## src/tfp_pkg.sv

```systemverilog
// constants and carrier types for the transmit request frame parser
package tfp_pkg;
    localparam logic [7:0] START_DELIM = 8'h7E;
    localparam logic [7:0] TYPE_TX_REQ = 8'h10;
    localparam logic [7:0] TYPE_EXPLICIT = 8'h11;
    localparam logic [7:0] TYPE_EXT_STATUS = 8'h8B;
    localparam logic [7:0] CKS_TARGET = 8'hFF;
    // documented byte offsets within a frame
    localparam logic [15:0] OFF_TYPE = 16'h0003;
    localparam logic [15:0] OFF_ID = 16'h0004;
    localparam logic [15:0] OFF_DEST = 16'h0005;
    localparam logic [15:0] OFF_RSV = 16'h000D;
    localparam logic [15:0] OFF_RADIUS = 16'h000F;
    localparam logic [15:0] OFF_OPTS = 16'h0010;
    localparam logic [15:0] OFF_PAY = 16'h0011;
    localparam logic [15:0] XOFF_SRC_EP = 16'h000F;
    localparam logic [15:0] XOFF_DST_EP = 16'h0010;
    localparam logic [15:0] XOFF_CLUSTER = 16'h0011;
    localparam logic [15:0] XOFF_PROFILE = 16'h0013;
    localparam logic [15:0] XOFF_RADIUS = 16'h0015;
    localparam logic [15:0] XOFF_OPTS = 16'h0016;
    localparam logic [15:0] XOFF_PAY = 16'h0017;
    localparam logic [63:0] BCAST_ADDR = 64'h0000_0000_0000_FFFF;
    // transmit option bit positions
    localparam int OPT_NO_ACK = 0;
    localparam int OPT_NO_DISC = 1;
    localparam int OPT_NACK = 2;
    localparam int OPT_TRACE = 3;
    localparam int OPT_ENCRYPT = 4;
    localparam int OPT_DELIV_LO = 6;
    localparam logic [15:0] ENCRYPT_OVERHEAD = 16'h0004;
    localparam logic [1:0] DELIV_INVALID = 2'h0;
    localparam logic [1:0] DELIV_MESH = 2'h3;
    // extended status answer layout
    localparam logic [15:0] STATUS_LEN = 16'h0007;
    localparam logic [15:0] STATUS_ADDR16 = 16'hFFFE;
    localparam logic [3:0] STATUS_BYTES = 4'hB;
    localparam logic [15:0] MAX_PAYLOAD_DEF = 16'h0100;

    typedef struct packed {
        logic [7:0] frame_id;
        logic [63:0] dest;
        logic broadcast;
        logic [7:0] hops;
        logic [1:0] delivery;
        logic no_ack;
        logic no_discovery;
        logic nack;
        logic trace;
        logic encrypt;
        logic [7:0] src_ep;
        logic [7:0] dst_ep;
        logic [15:0] cluster;
        logic [15:0] profile;
        logic [15:0] pay_len;
    } tfp_desc_t;

    typedef struct packed {
        logic [7:0] frame_id;
        logic [7:0] retries;
        logic [7:0] delivery;
        logic [7:0] discovery;
    } tfp_status_t;
endpackage : tfp_pkg

```

## src/tfp_parser.sv

```systemverilog
// transmit request frame parser: checks, decodes, hands off, answers
`timescale 1ns/100ps
module tfp_parser
    import tfp_pkg::*;
#(
    parameter logic [15:0] MAX_PAYLOAD = MAX_PAYLOAD_DEF,
    parameter int PAY_DEPTH = 256,
    parameter logic [15:0] CFG_PROFILE = 16'h0000,
    parameter int AW = $clog2(PAY_DEPTH)
) (
    input wire logic REF_CLK, // 50 MHz clock
    input wire logic RST_N, // async reset, active low
    input wire logic [7:0] RX_DATA, // command byte from host
    input wire logic RX_VALID, // command byte strobe
    input wire logic [7:0] DEFAULT_HOP_LIMIT, // hop limit for radius zero
    input wire logic [7:0] DEFAULT_TRANSMIT_OPTIONS, // options for byte zero
    input wire logic [7:0] CONFIGURED_SOURCE_ENDPOINT, // source endpoint
    input wire logic [7:0] CONFIGURED_DESTINATION_ENDPOINT, // destination endpoint
    input wire logic [15:0] CONFIGURED_CLUSTER_ID, // cluster identifier
    output logic [15:0] MAX_PAYLOAD_QUERY, // reported maximum payload
    output logic TX_REQ, // descriptor valid, held until done
    output tfp_desc_t TX_DESC, // packet descriptor
    input wire logic [AW-1:0] PAY_RD_ADDR, // radio payload read address
    output logic [7:0] PAY_RD_DATA, // payload byte, one cycle late
    input wire logic RADIO_DONE, // radio finished the packet
    input wire logic [7:0] RADIO_RETRIES, // retry count
    input wire logic [7:0] RADIO_DELIVERY, // delivery status, zero is success
    input wire logic [7:0] RADIO_DISCOVERY, // discovery status
    output logic ROUTE_INFO_REQ, // pulse: emit route information frame
    output logic [7:0] STAT_DATA, // answer byte
    output logic STAT_VALID, // answer byte valid
    input wire logic STAT_READY, // host takes answer byte
    output logic FRAME_ERR, // pulse: frame discarded
    output logic FRAME_DROP // pulse: frame refused while busy
);
    typedef enum logic [2:0] {
        ST_IDLE = 3'b000,
        ST_LEN_HI = 3'b001,
        ST_LEN_LO = 3'b010,
        ST_BODY = 3'b011,
        ST_CKS = 3'b100,
        ST_RADIO = 3'b101,
        ST_ANSWER = 3'b110,
        ST_SKIP = 3'b111
    } tfp_state_t;

    tfp_state_t state;
    logic [15:0] len;
    logic [15:0] off;
    logic [7:0] sum;
    logic [7:0] ftype;
    logic [7:0] frame_id;
    logic [63:0] dest;
    logic [7:0] radius;
    logic [7:0] opts;
    logic [7:0] src_ep;
    logic [7:0] dst_ep;
    logic [15:0] cluster;
    logic [15:0] profile;
    logic explicit_f;
    logic [15:0] pay_start;
    logic [15:0] pay_len;
    logic [15:0] last_off;
    logic [7:0] eff_opts;
    logic bcast;
    logic [15:0] limit;
    logic frame_ok;
    logic ans_start;
    logic ans_idle;
    tfp_status_t ans;
    logic pay_wr;
    logic [AW-1:0] pay_waddr;

    // limit on payload for a given options byte
    function automatic logic [15:0] pay_limit(input logic [7:0] o);
        pay_limit = o[OPT_ENCRYPT] ? MAX_PAYLOAD - ENCRYPT_OVERHEAD : MAX_PAYLOAD;
    endfunction : pay_limit

    // zero selects the configured default
    function automatic logic [7:0] or_default(input logic [7:0] v, input logic [7:0] d);
        or_default = (v == 8'h00) ? d : v;
    endfunction : or_default

    assign explicit_f = (ftype == TYPE_EXPLICIT);
    assign pay_start = explicit_f ? XOFF_PAY : OFF_PAY;
    assign last_off = len + OFF_TYPE - 16'h0001;
    assign pay_len = len + OFF_TYPE - pay_start;
    assign eff_opts = or_default(opts, DEFAULT_TRANSMIT_OPTIONS);
    assign bcast = (dest == BCAST_ADDR);
    assign limit = pay_limit(eff_opts);
    assign pay_wr = (state == ST_BODY) && RX_VALID && (off >= pay_start)
        && (off - pay_start < 16'(PAY_DEPTH));
    assign pay_waddr = AW'(off - pay_start);

    // a frame is acted on only when every check passes
    always_comb begin
        frame_ok = 1'b1;
        if (ftype != TYPE_TX_REQ && ftype != TYPE_EXPLICIT) begin
            frame_ok = 1'b0;
        end else if (len + OFF_TYPE < pay_start) begin
            frame_ok = 1'b0;
        end else if (pay_len > limit) begin
            frame_ok = 1'b0;
        end else if (eff_opts[OPT_DELIV_LO+:2] == DELIV_INVALID) begin
            frame_ok = 1'b0;
        end else if (8'(sum + RX_DATA) != CKS_TARGET) begin
            frame_ok = 1'b0;
        end
    end

    // frame sequencing
    always_ff @(posedge REF_CLK or negedge RST_N) begin
        if (!RST_N) begin
            state <= ST_IDLE;
            len <= 16'h0000;
            off <= 16'h0000;
        end else begin
            case (state)
                ST_IDLE: begin
                    if (RX_VALID && RX_DATA == START_DELIM) begin
                        state <= ST_LEN_HI;
                    end
                end
                ST_LEN_HI: begin
                    if (RX_VALID) begin
                        len[15:8] <= RX_DATA;
                        state <= ST_LEN_LO;
                    end
                end
                ST_LEN_LO: begin
                    if (RX_VALID) begin
                        len[7:0] <= RX_DATA;
                        off <= OFF_TYPE;
                        state <= ({len[15:8], RX_DATA} == 16'h0000) ? ST_CKS : ST_BODY;
                    end
                end
                ST_BODY: begin
                    if (RX_VALID) begin
                        off <= off + 16'h0001;
                        if (off == last_off) begin
                            state <= ST_CKS;
                        end
                    end
                end
                ST_CKS: begin
                    if (RX_VALID) begin
                        state <= frame_ok ? ST_RADIO : ST_IDLE;
                    end
                end
                ST_RADIO: begin
                    if (RADIO_DONE) begin
                        state <= (frame_id == 8'h00) ? ST_IDLE : ST_ANSWER;
                    end
                end
                ST_ANSWER: begin
                    if (ans_idle && !ans_start) begin
                        state <= ST_IDLE;
                    end
                end
                default: begin
                    state <= ST_IDLE;
                end
            endcase
        end
    end

    // running checksum over type byte through last body byte
    always_ff @(posedge REF_CLK or negedge RST_N) begin
        if (!RST_N) begin
            sum <= 8'h00;
        end else if (state == ST_LEN_LO) begin
            sum <= 8'h00;
        end else if (state == ST_BODY && RX_VALID) begin
            sum <= sum + RX_DATA;
        end
    end

    // header field capture by documented offset
    always_ff @(posedge REF_CLK or negedge RST_N) begin
        if (!RST_N) begin
            ftype <= 8'h00;
            frame_id <= 8'h00;
            dest <= 64'h0;
            radius <= 8'h00;
            opts <= 8'h00;
            src_ep <= 8'h00;
            dst_ep <= 8'h00;
            cluster <= 16'h0000;
            profile <= 16'h0000;
        end else if (state == ST_LEN_LO && RX_VALID) begin
            ftype <= 8'h00;
        end else if (state == ST_BODY && RX_VALID) begin
            if (off == OFF_TYPE) begin
                ftype <= RX_DATA;
            end else if (off == OFF_ID) begin
                frame_id <= RX_DATA;
            end else if (off >= OFF_DEST && off < OFF_RSV) begin
                dest <= {dest[55:0], RX_DATA};
            end else if (!explicit_f) begin
                // the reserved pair at 13 is skipped on purpose
                if (off == OFF_RADIUS) begin
                    radius <= RX_DATA;
                end else if (off == OFF_OPTS) begin
                    opts <= RX_DATA;
                end
            end else begin
                if (off == XOFF_SRC_EP) begin
                    src_ep <= RX_DATA;
                end else if (off == XOFF_DST_EP) begin
                    dst_ep <= RX_DATA;
                end else if (off == XOFF_CLUSTER || off == XOFF_CLUSTER + 16'h0001) begin
                    cluster <= {cluster[7:0], RX_DATA};
                end else if (off == XOFF_PROFILE || off == XOFF_PROFILE + 16'h0001) begin
                    profile <= {profile[7:0], RX_DATA};
                end else if (off == XOFF_RADIUS) begin
                    radius <= RX_DATA;
                end else if (off == XOFF_OPTS) begin
                    opts <= RX_DATA;
                end
            end
        end
    end

    // descriptor handed to the radio side
    always_ff @(posedge REF_CLK or negedge RST_N) begin
        if (!RST_N) begin
            TX_REQ <= 1'b0;
            TX_DESC <= '0;
        end else if (state == ST_CKS && RX_VALID && frame_ok) begin
            TX_REQ <= 1'b1;
            TX_DESC.frame_id <= frame_id;
            TX_DESC.dest <= dest;
            TX_DESC.broadcast <= bcast;
            // hop radius matters only for broadcasts
            TX_DESC.hops <= bcast ? or_default(radius, DEFAULT_HOP_LIMIT) : 8'h00;
            TX_DESC.delivery <= eff_opts[OPT_DELIV_LO+:2];
            TX_DESC.no_ack <= eff_opts[OPT_NO_ACK] && !bcast;
            TX_DESC.no_discovery <= eff_opts[OPT_NO_DISC] && !bcast
                && eff_opts[OPT_DELIV_LO+:2] == DELIV_MESH;
            TX_DESC.nack <= eff_opts[OPT_NACK];
            TX_DESC.trace <= eff_opts[OPT_TRACE];
            TX_DESC.encrypt <= eff_opts[OPT_ENCRYPT];
            if (explicit_f) begin
                TX_DESC.src_ep <= src_ep;
                TX_DESC.dst_ep <= dst_ep;
                TX_DESC.cluster <= cluster;
                TX_DESC.profile <= profile;
            end else begin
                TX_DESC.src_ep <= CONFIGURED_SOURCE_ENDPOINT;
                TX_DESC.dst_ep <= CONFIGURED_DESTINATION_ENDPOINT;
                TX_DESC.cluster <= CONFIGURED_CLUSTER_ID;
                TX_DESC.profile <= CFG_PROFILE;
            end
            TX_DESC.pay_len <= pay_len;
        end else if (state == ST_RADIO && RADIO_DONE) begin
            TX_REQ <= 1'b0;
        end
    end

    // route information request after the radio reports
    always_ff @(posedge REF_CLK or negedge RST_N) begin
        if (!RST_N) begin
            ROUTE_INFO_REQ <= 1'b0;
        end else begin
            ROUTE_INFO_REQ <= state == ST_RADIO && RADIO_DONE && !TX_DESC.broadcast
                && TX_DESC.delivery == DELIV_MESH
                && ((TX_DESC.nack && RADIO_DELIVERY != 8'h00)
                || TX_DESC.trace);
        end
    end

    // answer launch; identifier zero loads the answer fields but never raises start
    always_ff @(posedge REF_CLK or negedge RST_N) begin
        if (!RST_N) begin
            ans_start <= 1'b0;
            ans <= '0;
        end else begin
            ans_start <= state == ST_RADIO && RADIO_DONE && frame_id != 8'h00;
            if (state == ST_RADIO && RADIO_DONE) begin
                ans.frame_id <= frame_id;
                ans.retries <= RADIO_RETRIES;
                ans.delivery <= RADIO_DELIVERY;
                ans.discovery <= RADIO_DISCOVERY;
            end
        end
    end

    // error and refusal pulses
    always_ff @(posedge REF_CLK or negedge RST_N) begin
        if (!RST_N) begin
            FRAME_ERR <= 1'b0;
            FRAME_DROP <= 1'b0;
        end else begin
            FRAME_ERR <= state == ST_CKS && RX_VALID && !frame_ok;
            // bytes arriving while a packet is in flight are not buffered
            FRAME_DROP <= (state == ST_RADIO || state == ST_ANSWER) && RX_VALID
                && RX_DATA == START_DELIM;
        end
    end

    // maximum payload under the default options
    always_ff @(posedge REF_CLK or negedge RST_N) begin
        if (!RST_N) begin
            MAX_PAYLOAD_QUERY <= MAX_PAYLOAD;
        end else begin
            MAX_PAYLOAD_QUERY <= pay_limit(DEFAULT_TRANSMIT_OPTIONS);
        end
    end

    tfp_pay_mem #(
        .WIDTH(8),
        .DEPTH(PAY_DEPTH),
        .AW(AW)
    ) u_mem (
        .clk(REF_CLK),
        .wr_en(pay_wr),
        .wr_addr(pay_waddr),
        .wr_data(RX_DATA),
        .rd_addr(PAY_RD_ADDR),
        .rd_data(PAY_RD_DATA)
    );

    tfp_status_tx u_stat (
        .clk(REF_CLK),
        .rst_n(RST_N),
        .start(ans_start),
        .stat(ans),
        .idle(ans_idle),
        .data(STAT_DATA),
        .valid(STAT_VALID),
        .ready(STAT_READY)
    );
endmodule : tfp_parser

```

## src/tfp_pay_mem.sv

```systemverilog
// payload buffer with registered read data
`timescale 1ns/100ps
module tfp_pay_mem
    import tfp_pkg::*;
#(
    parameter int WIDTH = 8,
    parameter int DEPTH = 256,
    parameter int AW = $clog2(DEPTH)
) (
    input wire logic clk, // system clock
    input wire logic wr_en, // write strobe
    input wire logic [AW-1:0] wr_addr, // write address
    input wire logic [WIDTH-1:0] wr_data, // write data
    input wire logic [AW-1:0] rd_addr, // read address
    output logic [WIDTH-1:0] rd_data // read data, one cycle late
);
    logic [WIDTH-1:0] mem [DEPTH];

    always_ff @(posedge clk) begin
        if (wr_en) begin
            mem[wr_addr] <= wr_data;
        end
    end

    always_ff @(posedge clk) begin
        rd_data <= mem[rd_addr];
    end
endmodule : tfp_pay_mem

```

## src/tfp_status_tx.sv

```systemverilog
// serialiser for the extended transmit status answer frame
`timescale 1ns/100ps
module tfp_status_tx
    import tfp_pkg::*;
(
    input wire logic clk, // system clock
    input wire logic rst_n, // async reset, active low
    input wire logic start, // send one answer
    input wire tfp_status_t stat, // answer contents
    output logic idle, // ready for start
    output logic [7:0] data, // answer byte
    output logic valid, // answer byte valid
    input wire logic ready // host takes byte
);
    tfp_status_t held;
    logic [3:0] idx;
    logic [7:0] sum;
    logic [7:0] next_byte;

    always_comb begin
        case (idx)
            4'h0: next_byte = START_DELIM;
            4'h1: next_byte = STATUS_LEN[15:8];
            4'h2: next_byte = STATUS_LEN[7:0];
            4'h3: next_byte = TYPE_EXT_STATUS;
            4'h4: next_byte = held.frame_id;
            4'h5: next_byte = STATUS_ADDR16[15:8];
            4'h6: next_byte = STATUS_ADDR16[7:0];
            4'h7: next_byte = held.retries;
            4'h8: next_byte = held.delivery;
            4'h9: next_byte = held.discovery;
            default: next_byte = CKS_TARGET - sum;
        endcase
    end

    always_ff @(posedge clk or negedge rst_n) begin
        if (!rst_n) begin
            held <= '0;
            idx <= 4'h0;
            sum <= 8'h00;
            idle <= 1'b1;
            valid <= 1'b0;
            data <= 8'h00;
        end else if (idle) begin
            if (start) begin
                held <= stat;
                idle <= 1'b0;
                idx <= 4'h0;
                sum <= 8'h00;
            end
        end else if (!valid || ready) begin
            if (idx == STATUS_BYTES) begin
                valid <= 1'b0;
                idle <= 1'b1;
            end else begin
                data <= next_byte;
                valid <= 1'b1;
                idx <= idx + 4'h1;
                if (idx >= 4'h3) begin
                    sum <= sum + next_byte;
                end
            end
        end
    end
endmodule : tfp_status_tx

```

## config.mk

```make
export PLATFORM = sky130hd
export DESIGN_NAME = tfp_parser
export DESIGN_NICKNAME = d
export VERILOG_FILES = /design/src/tfp_pkg.sv /design/src/tfp_parser.sv /design/src/tfp_pay_mem.sv /design/src/tfp_status_tx.sv
export SDC_FILE = /design/constraint.sdc
export NUM_CORES = 2
export LEC_CHECK = 0
export ABC_CLOCK_PERIOD_IN_PS = 6100
export BUFFER_PORTS_ARGS = -buffer_cell sky130_fd_sc_hd__buf_2
export CORE_AREA = 3 3 359 503
export CTS_BUF_LIST = sky130_fd_sc_hd__clkbuf_2 sky130_fd_sc_hd__clkbuf_4 sky130_fd_sc_hd__clkbuf_8
export DETAILED_ROUTE_END_ITERATION = 6
export DIE_AREA = 0 0 362 506
export PLACE_DENSITY = 0.74
export SYNTH_ARGS = -nofsm -noshare
export SYNTH_HDL_FRONTEND = slang
export SYNTH_HIERARCHICAL = 1
export SYNTH_SLANG_ARGS = --single-unit
```

## constraint.sdc

```tcl
create_clock -name REF_CLK -period 6.1 [get_ports REF_CLK]
set_input_delay 0.61 -clock REF_CLK [delete_from_list [all_inputs] [get_ports REF_CLK]]
set_output_delay 0.61 -clock REF_CLK [all_outputs]
set_load 0.01 [all_outputs]
```

Word-level counts from Yosys, hierarchy flattened
Memories as Yosys holds them, arrays and structs flattened. A register that Yosys moved wholly into a read port is not among the register bits.
Cells that the tools add are included.
{ "op_classes": {"n_addsub": 9, "order_cmp": 7, "n_eq_ne": 53, "muxes": 67, "n_bitwise": 9, "n_reduce_logical": 70} }
{ "op_table": {"columns": ["op", "count"], "rows": [
  ["8-bit two-way mux", 29],
  ["16-bit by 5-bit == test with 1-bit output, second input constant", 7],
  ["8-bit one-hot mux with 10 select lines", 1],
  ["64-bit by 16-bit == test with 1-bit output, second input constant", 1],
  ["48-bit two-way mux", 1],
  ["3-bit two-way mux", 12],
  ["16-bit two-way mux", 2],
  ["2-bit != test, second input constant", 16],
  ["16-bit one-hot mux with 2 select lines", 1],
  ["16-bit by 5-bit subtractor with 16-bit output", 2],
  ["8-bit zero test", 3],
  ["1-bit logical AND", 22],
  ["2-bit nonzero test", 11],
  ["3-bit one-hot mux with 7 select lines", 1],
  ["9-bit two-way mux", 2],
  ["16-bit by 1-bit adder with 16-bit output, second input constant", 1],
  ["16-bit by 2-bit adder with 16-bit output, second input constant", 1],
  ["8-bit adder", 2],
  ["16-bit == test", 1],
  ["16-bit by 2-bit == test with 1-bit output, second input constant", 1],
  ["16-bit by 3-bit == test with 1-bit output, second input constant", 1],
  ["16-bit by 4-bit == test with 1-bit output, second input constant", 1],
  ["4-bit by 3-bit == test with 1-bit output, second input constant", 4],
  ["16-bit by 3-bit >= comparator with 1-bit output, second input constant", 1],
  ["other kinds (41)", 91]
]} }
{ "word_totals": {"ff_bits": 439, "ramBits": 2048, "input_bits": 93, "out_inout_bits": 189, "wordCells": 264, "memories": 1} }
{ "memory_table": {"columns": ["memory", "depth", "word_bits", "rd", "rd_clocked_by_memory_dff", "write_ports", "line_no", "source"], "rows": [
  ["u_mem.mem", 256, 8, 1, 1, 1, "tfp_pay_mem.sv:17", "logic [WIDTH-1:0] mem [DEPTH];"]
]} }

Logic depth before layout (Yosys ltp)
{ "depth": {"word_depth": 10, "depth_mapped": 24} }

By module
The synthesis kept the hierarchy.
{ "by_module_without_submodules": {"columns": ["module", "instances", "cells_per_inst", "area_per_inst_um2"], "rows": [
  ["tfp_pay_mem", 1, 3733, 79556.3],
  ["tfp_parser", 1, 1527, 18008.5],
  ["tfp_status_tx", 1, 260, 2871.5]
]} }

Least setup slack after synthesis
OpenSTA, ideal clock, no wires.
{ "synth_timing": {"path_kind": "flip-flop to flip-flop", "start": "register ftype[3]", "end": "register TX_DESC[0] (netlist name)", "setup_ns": 0.125, "t_arrival_ns": 5.189, "setup_slack_ns": 0.786, "stages_incl_launch_ff": 24, "path_buffers": 4, "period_less_slack_ns": 5.314, "cell_sequence": "dfrtp_1 -> nor4b_1 -> and3_1 -> clkbuf_1 -> buf_1 -> inv_1 -> ha_1 -> o21ai_0 -> o211a_1 -> nor2_1 -> o21ai_0 -> a21oi_1 -> xnor2_1 -> ha_1 -> a21oi_1 -> a21boi_0 -> o311ai_0 -> nand3_1 -> or3_1 -> nor4b_4 -> nand3_2 -> buf_6 -> buf_6 -> mux2_4"} }
{ "synth_via": {"elab_chain_cells": 8} }
{ "synth_lines": {"columns": ["element", "line_no", "source"], "rows": [
  ["from (decl)", "tfp_parser.sv:51", "logic [7:0] ftype;"],
  ["from (signal assigned)", "tfp_parser.sv:181", "ftype <= 8'h00;"],
  ["from (signal assigned)", "tfp_parser.sv:191", "ftype <= 8'h00;"],
  ["from (signal assigned)", "tfp_parser.sv:194", "ftype <= RX_DATA;"],
  ["8-bit by 5-bit == test with 1-bit output", "tfp_parser.sv:84", "assign explicit_f = (ftype == TYPE_EXPLICIT);"],
  ["3-bit two-way mux", "tfp_parser.sv:85", "assign pay_start = explicit_f ? XOFF_PAY : OFF_PAY;"],
  ["16-bit by 5-bit subtractor with 16-bit output", "tfp_parser.sv:87", "assign pay_len = len + OFF_TYPE - pay_start;"],
  ["net pay_len[6]", "tfp_parser.sv:62", "logic [15:0] pay_len;"],
  ["16-bit by 9-bit greater-than comparator with 1-bit output", "tfp_parser.sv:102", "end else if (pay_len > limit) begin"],
  ["1-bit two-way mux", "tfp_parser.sv:102", null],
  ["1-bit two-way mux", "tfp_parser.sv:100", "end else if (len + OFF_TYPE < pay_start) begin"],
  ["1-bit two-way mux", "tfp_parser.sv:98", "if (ftype != TYPE_TX_REQ && ftype != TYPE_EXPLICIT) begin"],
  ["1-bit logical AND", "tfp_parser.sv:229", "end else if (state == ST_CKS && RX_VALID && frame_ok) begin"],
  ["to (decl)", "tfp_parser.sv:22", "output tfp_desc_t TX_DESC,"]
]} }
The timed path passes the listed nets, and every way through them passes these cells.
A chain may end at the register's enable or synchronous reset.

Final worst setup path
{ "layout_timing": {"start": "register len[1]", "end": "register TX_DESC[138] (netlist name)"} }
{ "layout_via": {"elab_chain_cells": 7} }
{ "layout_lines": {"columns": ["element", "line_no", "source"], "rows": [
  ["from (decl)", "tfp_parser.sv:48", "logic [15:0] len;"],
  ["from (signal assigned)", "tfp_parser.sv:115", "len <= 16'h0000;"],
  ["from (signal assigned)", "tfp_parser.sv:132", "len[7:0] <= RX_DATA;"],
  ["16-bit by 2-bit adder with 16-bit output", "tfp_parser.sv:87", null],
  ["16-bit by 5-bit subtractor with 16-bit output", "tfp_parser.sv:87", null],
  ["net pay_len[6]", "tfp_parser.sv:62", null],
  ["16-bit by 9-bit greater-than comparator with 1-bit output", "tfp_parser.sv:102", null],
  ["1-bit two-way mux", "tfp_parser.sv:102", null],
  ["1-bit two-way mux", "tfp_parser.sv:100", null],
  ["1-bit two-way mux", "tfp_parser.sv:98", null],
  ["1-bit logical AND", "tfp_parser.sv:229", null]
]} }
The timed path passes the listed nets, and every way through them passes these cells.

==> impl_metrics.json <==
{
  "kind_of_critical_path": "reg2reg",
  "post_synth_num_cell_types": 103,
  "endpoint_type_of_the_worst_setup_path": "register",
  "grt_util_met1": 0.334,
  "worst_hold_path_type": "in2reg",
  "grt_util_all_layers": 0.263,
  "rsz0062_at_grt": "false",
  "grt_first_pass_wirelength_mm": 359,
  "max-cap-violations": 0,
  "max_clock_freq_mhz": 170,
  "number_of_global_route_vias_before_repair": 55800,
  "hold-path-cell-count": 1,
  "p_per_area_mw_per_mm2": 333,
  "layout_min_cycle_time_ps": 5880,
  "dpl.hpwl_mm": 153,
  "mappedNetlistArea_mm2": 0.100,
  "min_period_over_period": 0.963,
  "design.die.area_mm2": 0.183,
  "yosysWarnings": 6,
  "postCtsSetupRepairBufs": 0,
  "finished_layout_cell_area_mm2": 0.112,
  "routed-via-count": 54300,
  "die-width_um": 362,
  "hold_viol_final": 0,
  "cts_tree": "done",
  "placedInstanceArea_mm2": 0.104,
  "floorplan.die.height_um": 506,
  "worst_setup_path_start_kind": "register",
  "num-nets-final": 6190,
  "cpLargestDelayFamily": "compound AO/OA/AOI/OAI gates",
  "worst_skew_late_latency_ps": 1050,
  "drt-initial-drc-count": 5594,
  "fin_util": 0.636,
  "path_max_fanout": 153,
  "cts.reportedPaths.clkPinSlew_ps": 70,
  "status": "finished with violations",
  "met2_usage": 0.440,
  "post-synth-top-count-cell": "sky130_fd_sc_hd__edfxtp_1",
  "synth.ff_latch_count": 2488,
  "port-buffer-count": 271,
  "cp.arrival_ps": 6750,
  "design.portCount": 282,
  "tritoncts_num_sinks": 2488,
  "grt_max_degree": 164,
  "area.growth.synth_to_final_pct": 11.4,
  "timing.final.max_slew_violations": 0,
  "fraction_of_synthesis_flops_using_an_asynchronous_set_or_reset_pin": 0.174,
  "worst_slew_margin_relative_to_its_limit": 0.0919,
  "r2r_cells": 20,
  "timing.final.setup_violations": 0,
  "drt.antenna.violating_nets": 0,
  "cp.required_ps": 6970,
  "critical-path-max-stage-delay_ps": 550,
  "synthesis.area_per_instance_um2": 18.2,
  "cts_buffer_depth": 4,
  "preCtsSetupSlack_ps": 541,
  "route.detailed.drc": 1,
  "cts-buffers-inserted": 365,
  "critical_path.n_buffers_inverters": 2,
  "initial_utilization": 0.571,
  "globalplace.congestion": 0.930,
  "synth_common_cells": "sky130_fd_sc_hd__edfxtp_1 (2048), sky130_fd_sc_hd__mux4_2 (454), sky130_fd_sc_hd__dfrtp_1 (430)",
  "postLayoutSetupSlackWorst_ps": 224,
  "vdd.ir_drop.worst_mv": 0.299,
  "critical_path.most_common_cell": "sky130_fd_sc_hd__ha_1",
  "synth-edff-count": 2048,
  "static-leakage-power_nw": 39.7,
  "share_of_yosys_cell_area_claimed_by_the_top_area_cell_type": 0.612,
  "crit_path_cell_trace": "inv_1 > ha_1 > xnor2_1 > ha_1 > o21ai_0 > o211a_1 > nor2_1 > o21ai_0 > a21oi_1 > xnor2_1 > ha_1 > a21oi_1 > a21boi_0 > o311ai_1 > nand3_1 > or3_1 > nor4b_4 > nand3_4 > buf_12 > mux2_2",
  "vias_per_cell": 6.31,
  "yosys-top-cells-area": "sky130_fd_sc_hd__edfxtp_1 (61%), sky130_fd_sc_hd__dfrtp_1 (11%), sky130_fd_sc_hd__mux4_2 (10%), sky130_fd_sc_hd__mux2_2 (3.3%), sky130_fd_sc_hd__mux2i_1 (1.6%)",
  "fraction_of_met3_tracks_used_by_global_routing": 0.0602,
  "cts_max_level": 5,
  "grt.busiest_layer": "met2",
  "critical-path-slowest-cell": "sky130_fd_sc_hd__mux2_2",
  "clock_skew_ps": 63.9,
  "wirelength_mm": 240,
  "failing_checks": "DRC",
  "dominantRegCellSynth": "sky130_fd_sc_hd__edfxtp_1",
  "wire_per_inst_um": 27.8,
  "crit_cells": 20,
  "coreArea_mm2": 0.176,
  "grt_remaining_overflow": 0,
  "synthCells": 5520,
  "antenna_found_initial": 6,
  "worst_slew_pin_slew_ps": 1350,
  "tns_ps": 0,
  "layout-drive-gt1-share": 0.285,
  "cts-root-buf": "sky130_fd_sc_hd__clkbuf_8",
  "rows": 182,
  "drt_pre_antenna_iters": 7,
  "synthDominantAreaCellType": "sky130_fd_sc_hd__edfxtp_1",
  "ys_seq_area_frac": 0.722
}
[cell type report]
class                           count  area (um2)
Sequential cell                  2488       72500
Fill cell                       11800       64100
Multi-Input combinational cell   2638       25800
Clock buffer                      488        6090
Timing Repair Buffer              503        3660
Tap cell                         2300        2880
Clock inverter                    130         722
Inverter                           61         229
Antenna cell                        6        15.0
[cells by family (layout without fill, tap and decap cells)]
kind of cell,after synthesis,count (layout),synth area share
muxes,956,956,0.158
AOI/OAI and AO/OA,599,599,0.0412
and+or+nand+nor,960,960,0.0453
other,1,15,0.0000373
adders and majority gates,40,40,0.00521
buffers and inverters,402,1182,0.0222
DFF,2488,2488,0.722
xor gates and xnor gates,74,74,0.00659
[state kept, by name, indices dropped and copies added (netlist names), 16 cells and up]
| name | cells |
|---|---|
| TX_DESC | 152 |
| ans | 32 |
| cluster | 16 |
| dest | 64 |
| len | 16 |
| off | 16 |
| profile | 16 |
| u_mem/mem | 2048 |
| u_stat/held | 32 |
[cells in the final DEF, fill, tap and decap left out, types with 27 or more instances in the layout]
master	synthesis	final
sky130_fd_sc_hd__ha_1	37	37
sky130_fd_sc_hd__nand4_1	31	31
sky130_fd_sc_hd__mux2i_1	161	161
sky130_fd_sc_hd__buf_4	45	135
sky130_fd_sc_hd__xnor2_1	46	46
sky130_fd_sc_hd__clkbuf_4	0	100
sky130_fd_sc_hd__edfxtp_1	2048	2048
sky130_fd_sc_hd__dlygate4sd3_1	0	79
sky130_fd_sc_hd__clkinv_1	1	86
sky130_fd_sc_hd__mux2_2	298	298
sky130_fd_sc_hd__mux2_4	41	41
sky130_fd_sc_hd__nor2b_1	39	36
sky130_fd_sc_hd__mux4_2	454	454
sky130_fd_sc_hd__o21ai_0	65	65
sky130_fd_sc_hd__inv_1	60	60
sky130_fd_sc_hd__nand2_1	237	237
sky130_fd_sc_hd__a21oi_1	141	140
sky130_fd_sc_hd__buf_2	49	258
sky130_fd_sc_hd__nor4_1	63	61
sky130_fd_sc_hd__nor3_1	55	54
sky130_fd_sc_hd__nor2_1	357	353
sky130_fd_sc_hd__o221ai_1	49	49
sky130_fd_sc_hd__dfrtp_1	430	430
sky130_fd_sc_hd__clkinv_2	0	30
sky130_fd_sc_hd__o22ai_1	37	37
sky130_fd_sc_hd__xor2_1	27	27
sky130_fd_sc_hd__clkbuf_8	0	388
sky130_fd_sc_hd__nand3_1	64	64
sky130_fd_sc_hd__a22oi_1	140	140
[metal layers]
metal  routed length (um)  part of all wire  vias to the layer above
met5                   13          0.000054                        -
met4                11000             0.046                        2
met3                21100             0.088                      484
met2               121000              0.50                     2633
met1                86800              0.36                    28100
li1                     -                 -                    23100
[stage by stage]
stage	hold WS, ps	power (mW)	std cells
2_1_floorplan	314	23.0	5528
3_3_place_gp	462	24.7	7911
3_5_place_dp	465	24.8	7911
4_1_cts	26.7	37.5	8608
5_1_grt	62.5	38.8	8610
6_report	116	37.2	8614
[worst paths after layout]
check / end / slack (ps) / from
worst max-delay path: TX_DESC[138] / 220 / len[1]
worst min register to register: TX_DESC[14] / 490 / TX_DESC[14]
worst min-delay path: u_mem/mem[141][0] / 120 / RX_DATA[0]
max in group asynchronous: off[1] / 4300 / RST_N
worst max register to register: TX_DESC[138] / 220 / len[1]
min in group asynchronous: dest[52] / 220 / RST_N
[power breakdown]
| part | internal [mW] | leakage, nW | switching (mW) |
|---|---|---|---|
| registers | 18.9 | 24.2 | 0.528 |
| logic | 1.90 | 11.8 | 3.25 |
| clock network | 6.70 | 3.60 | 6.00 |
[timing repair]
action                                 CTS  global route
resized for setup                        0             1
setup endpoints to repair                0            69
hold buffers                            79             0
endpoints found under the hold margin  323             0
Note: power is estimated with default switching activity, not from simulation.
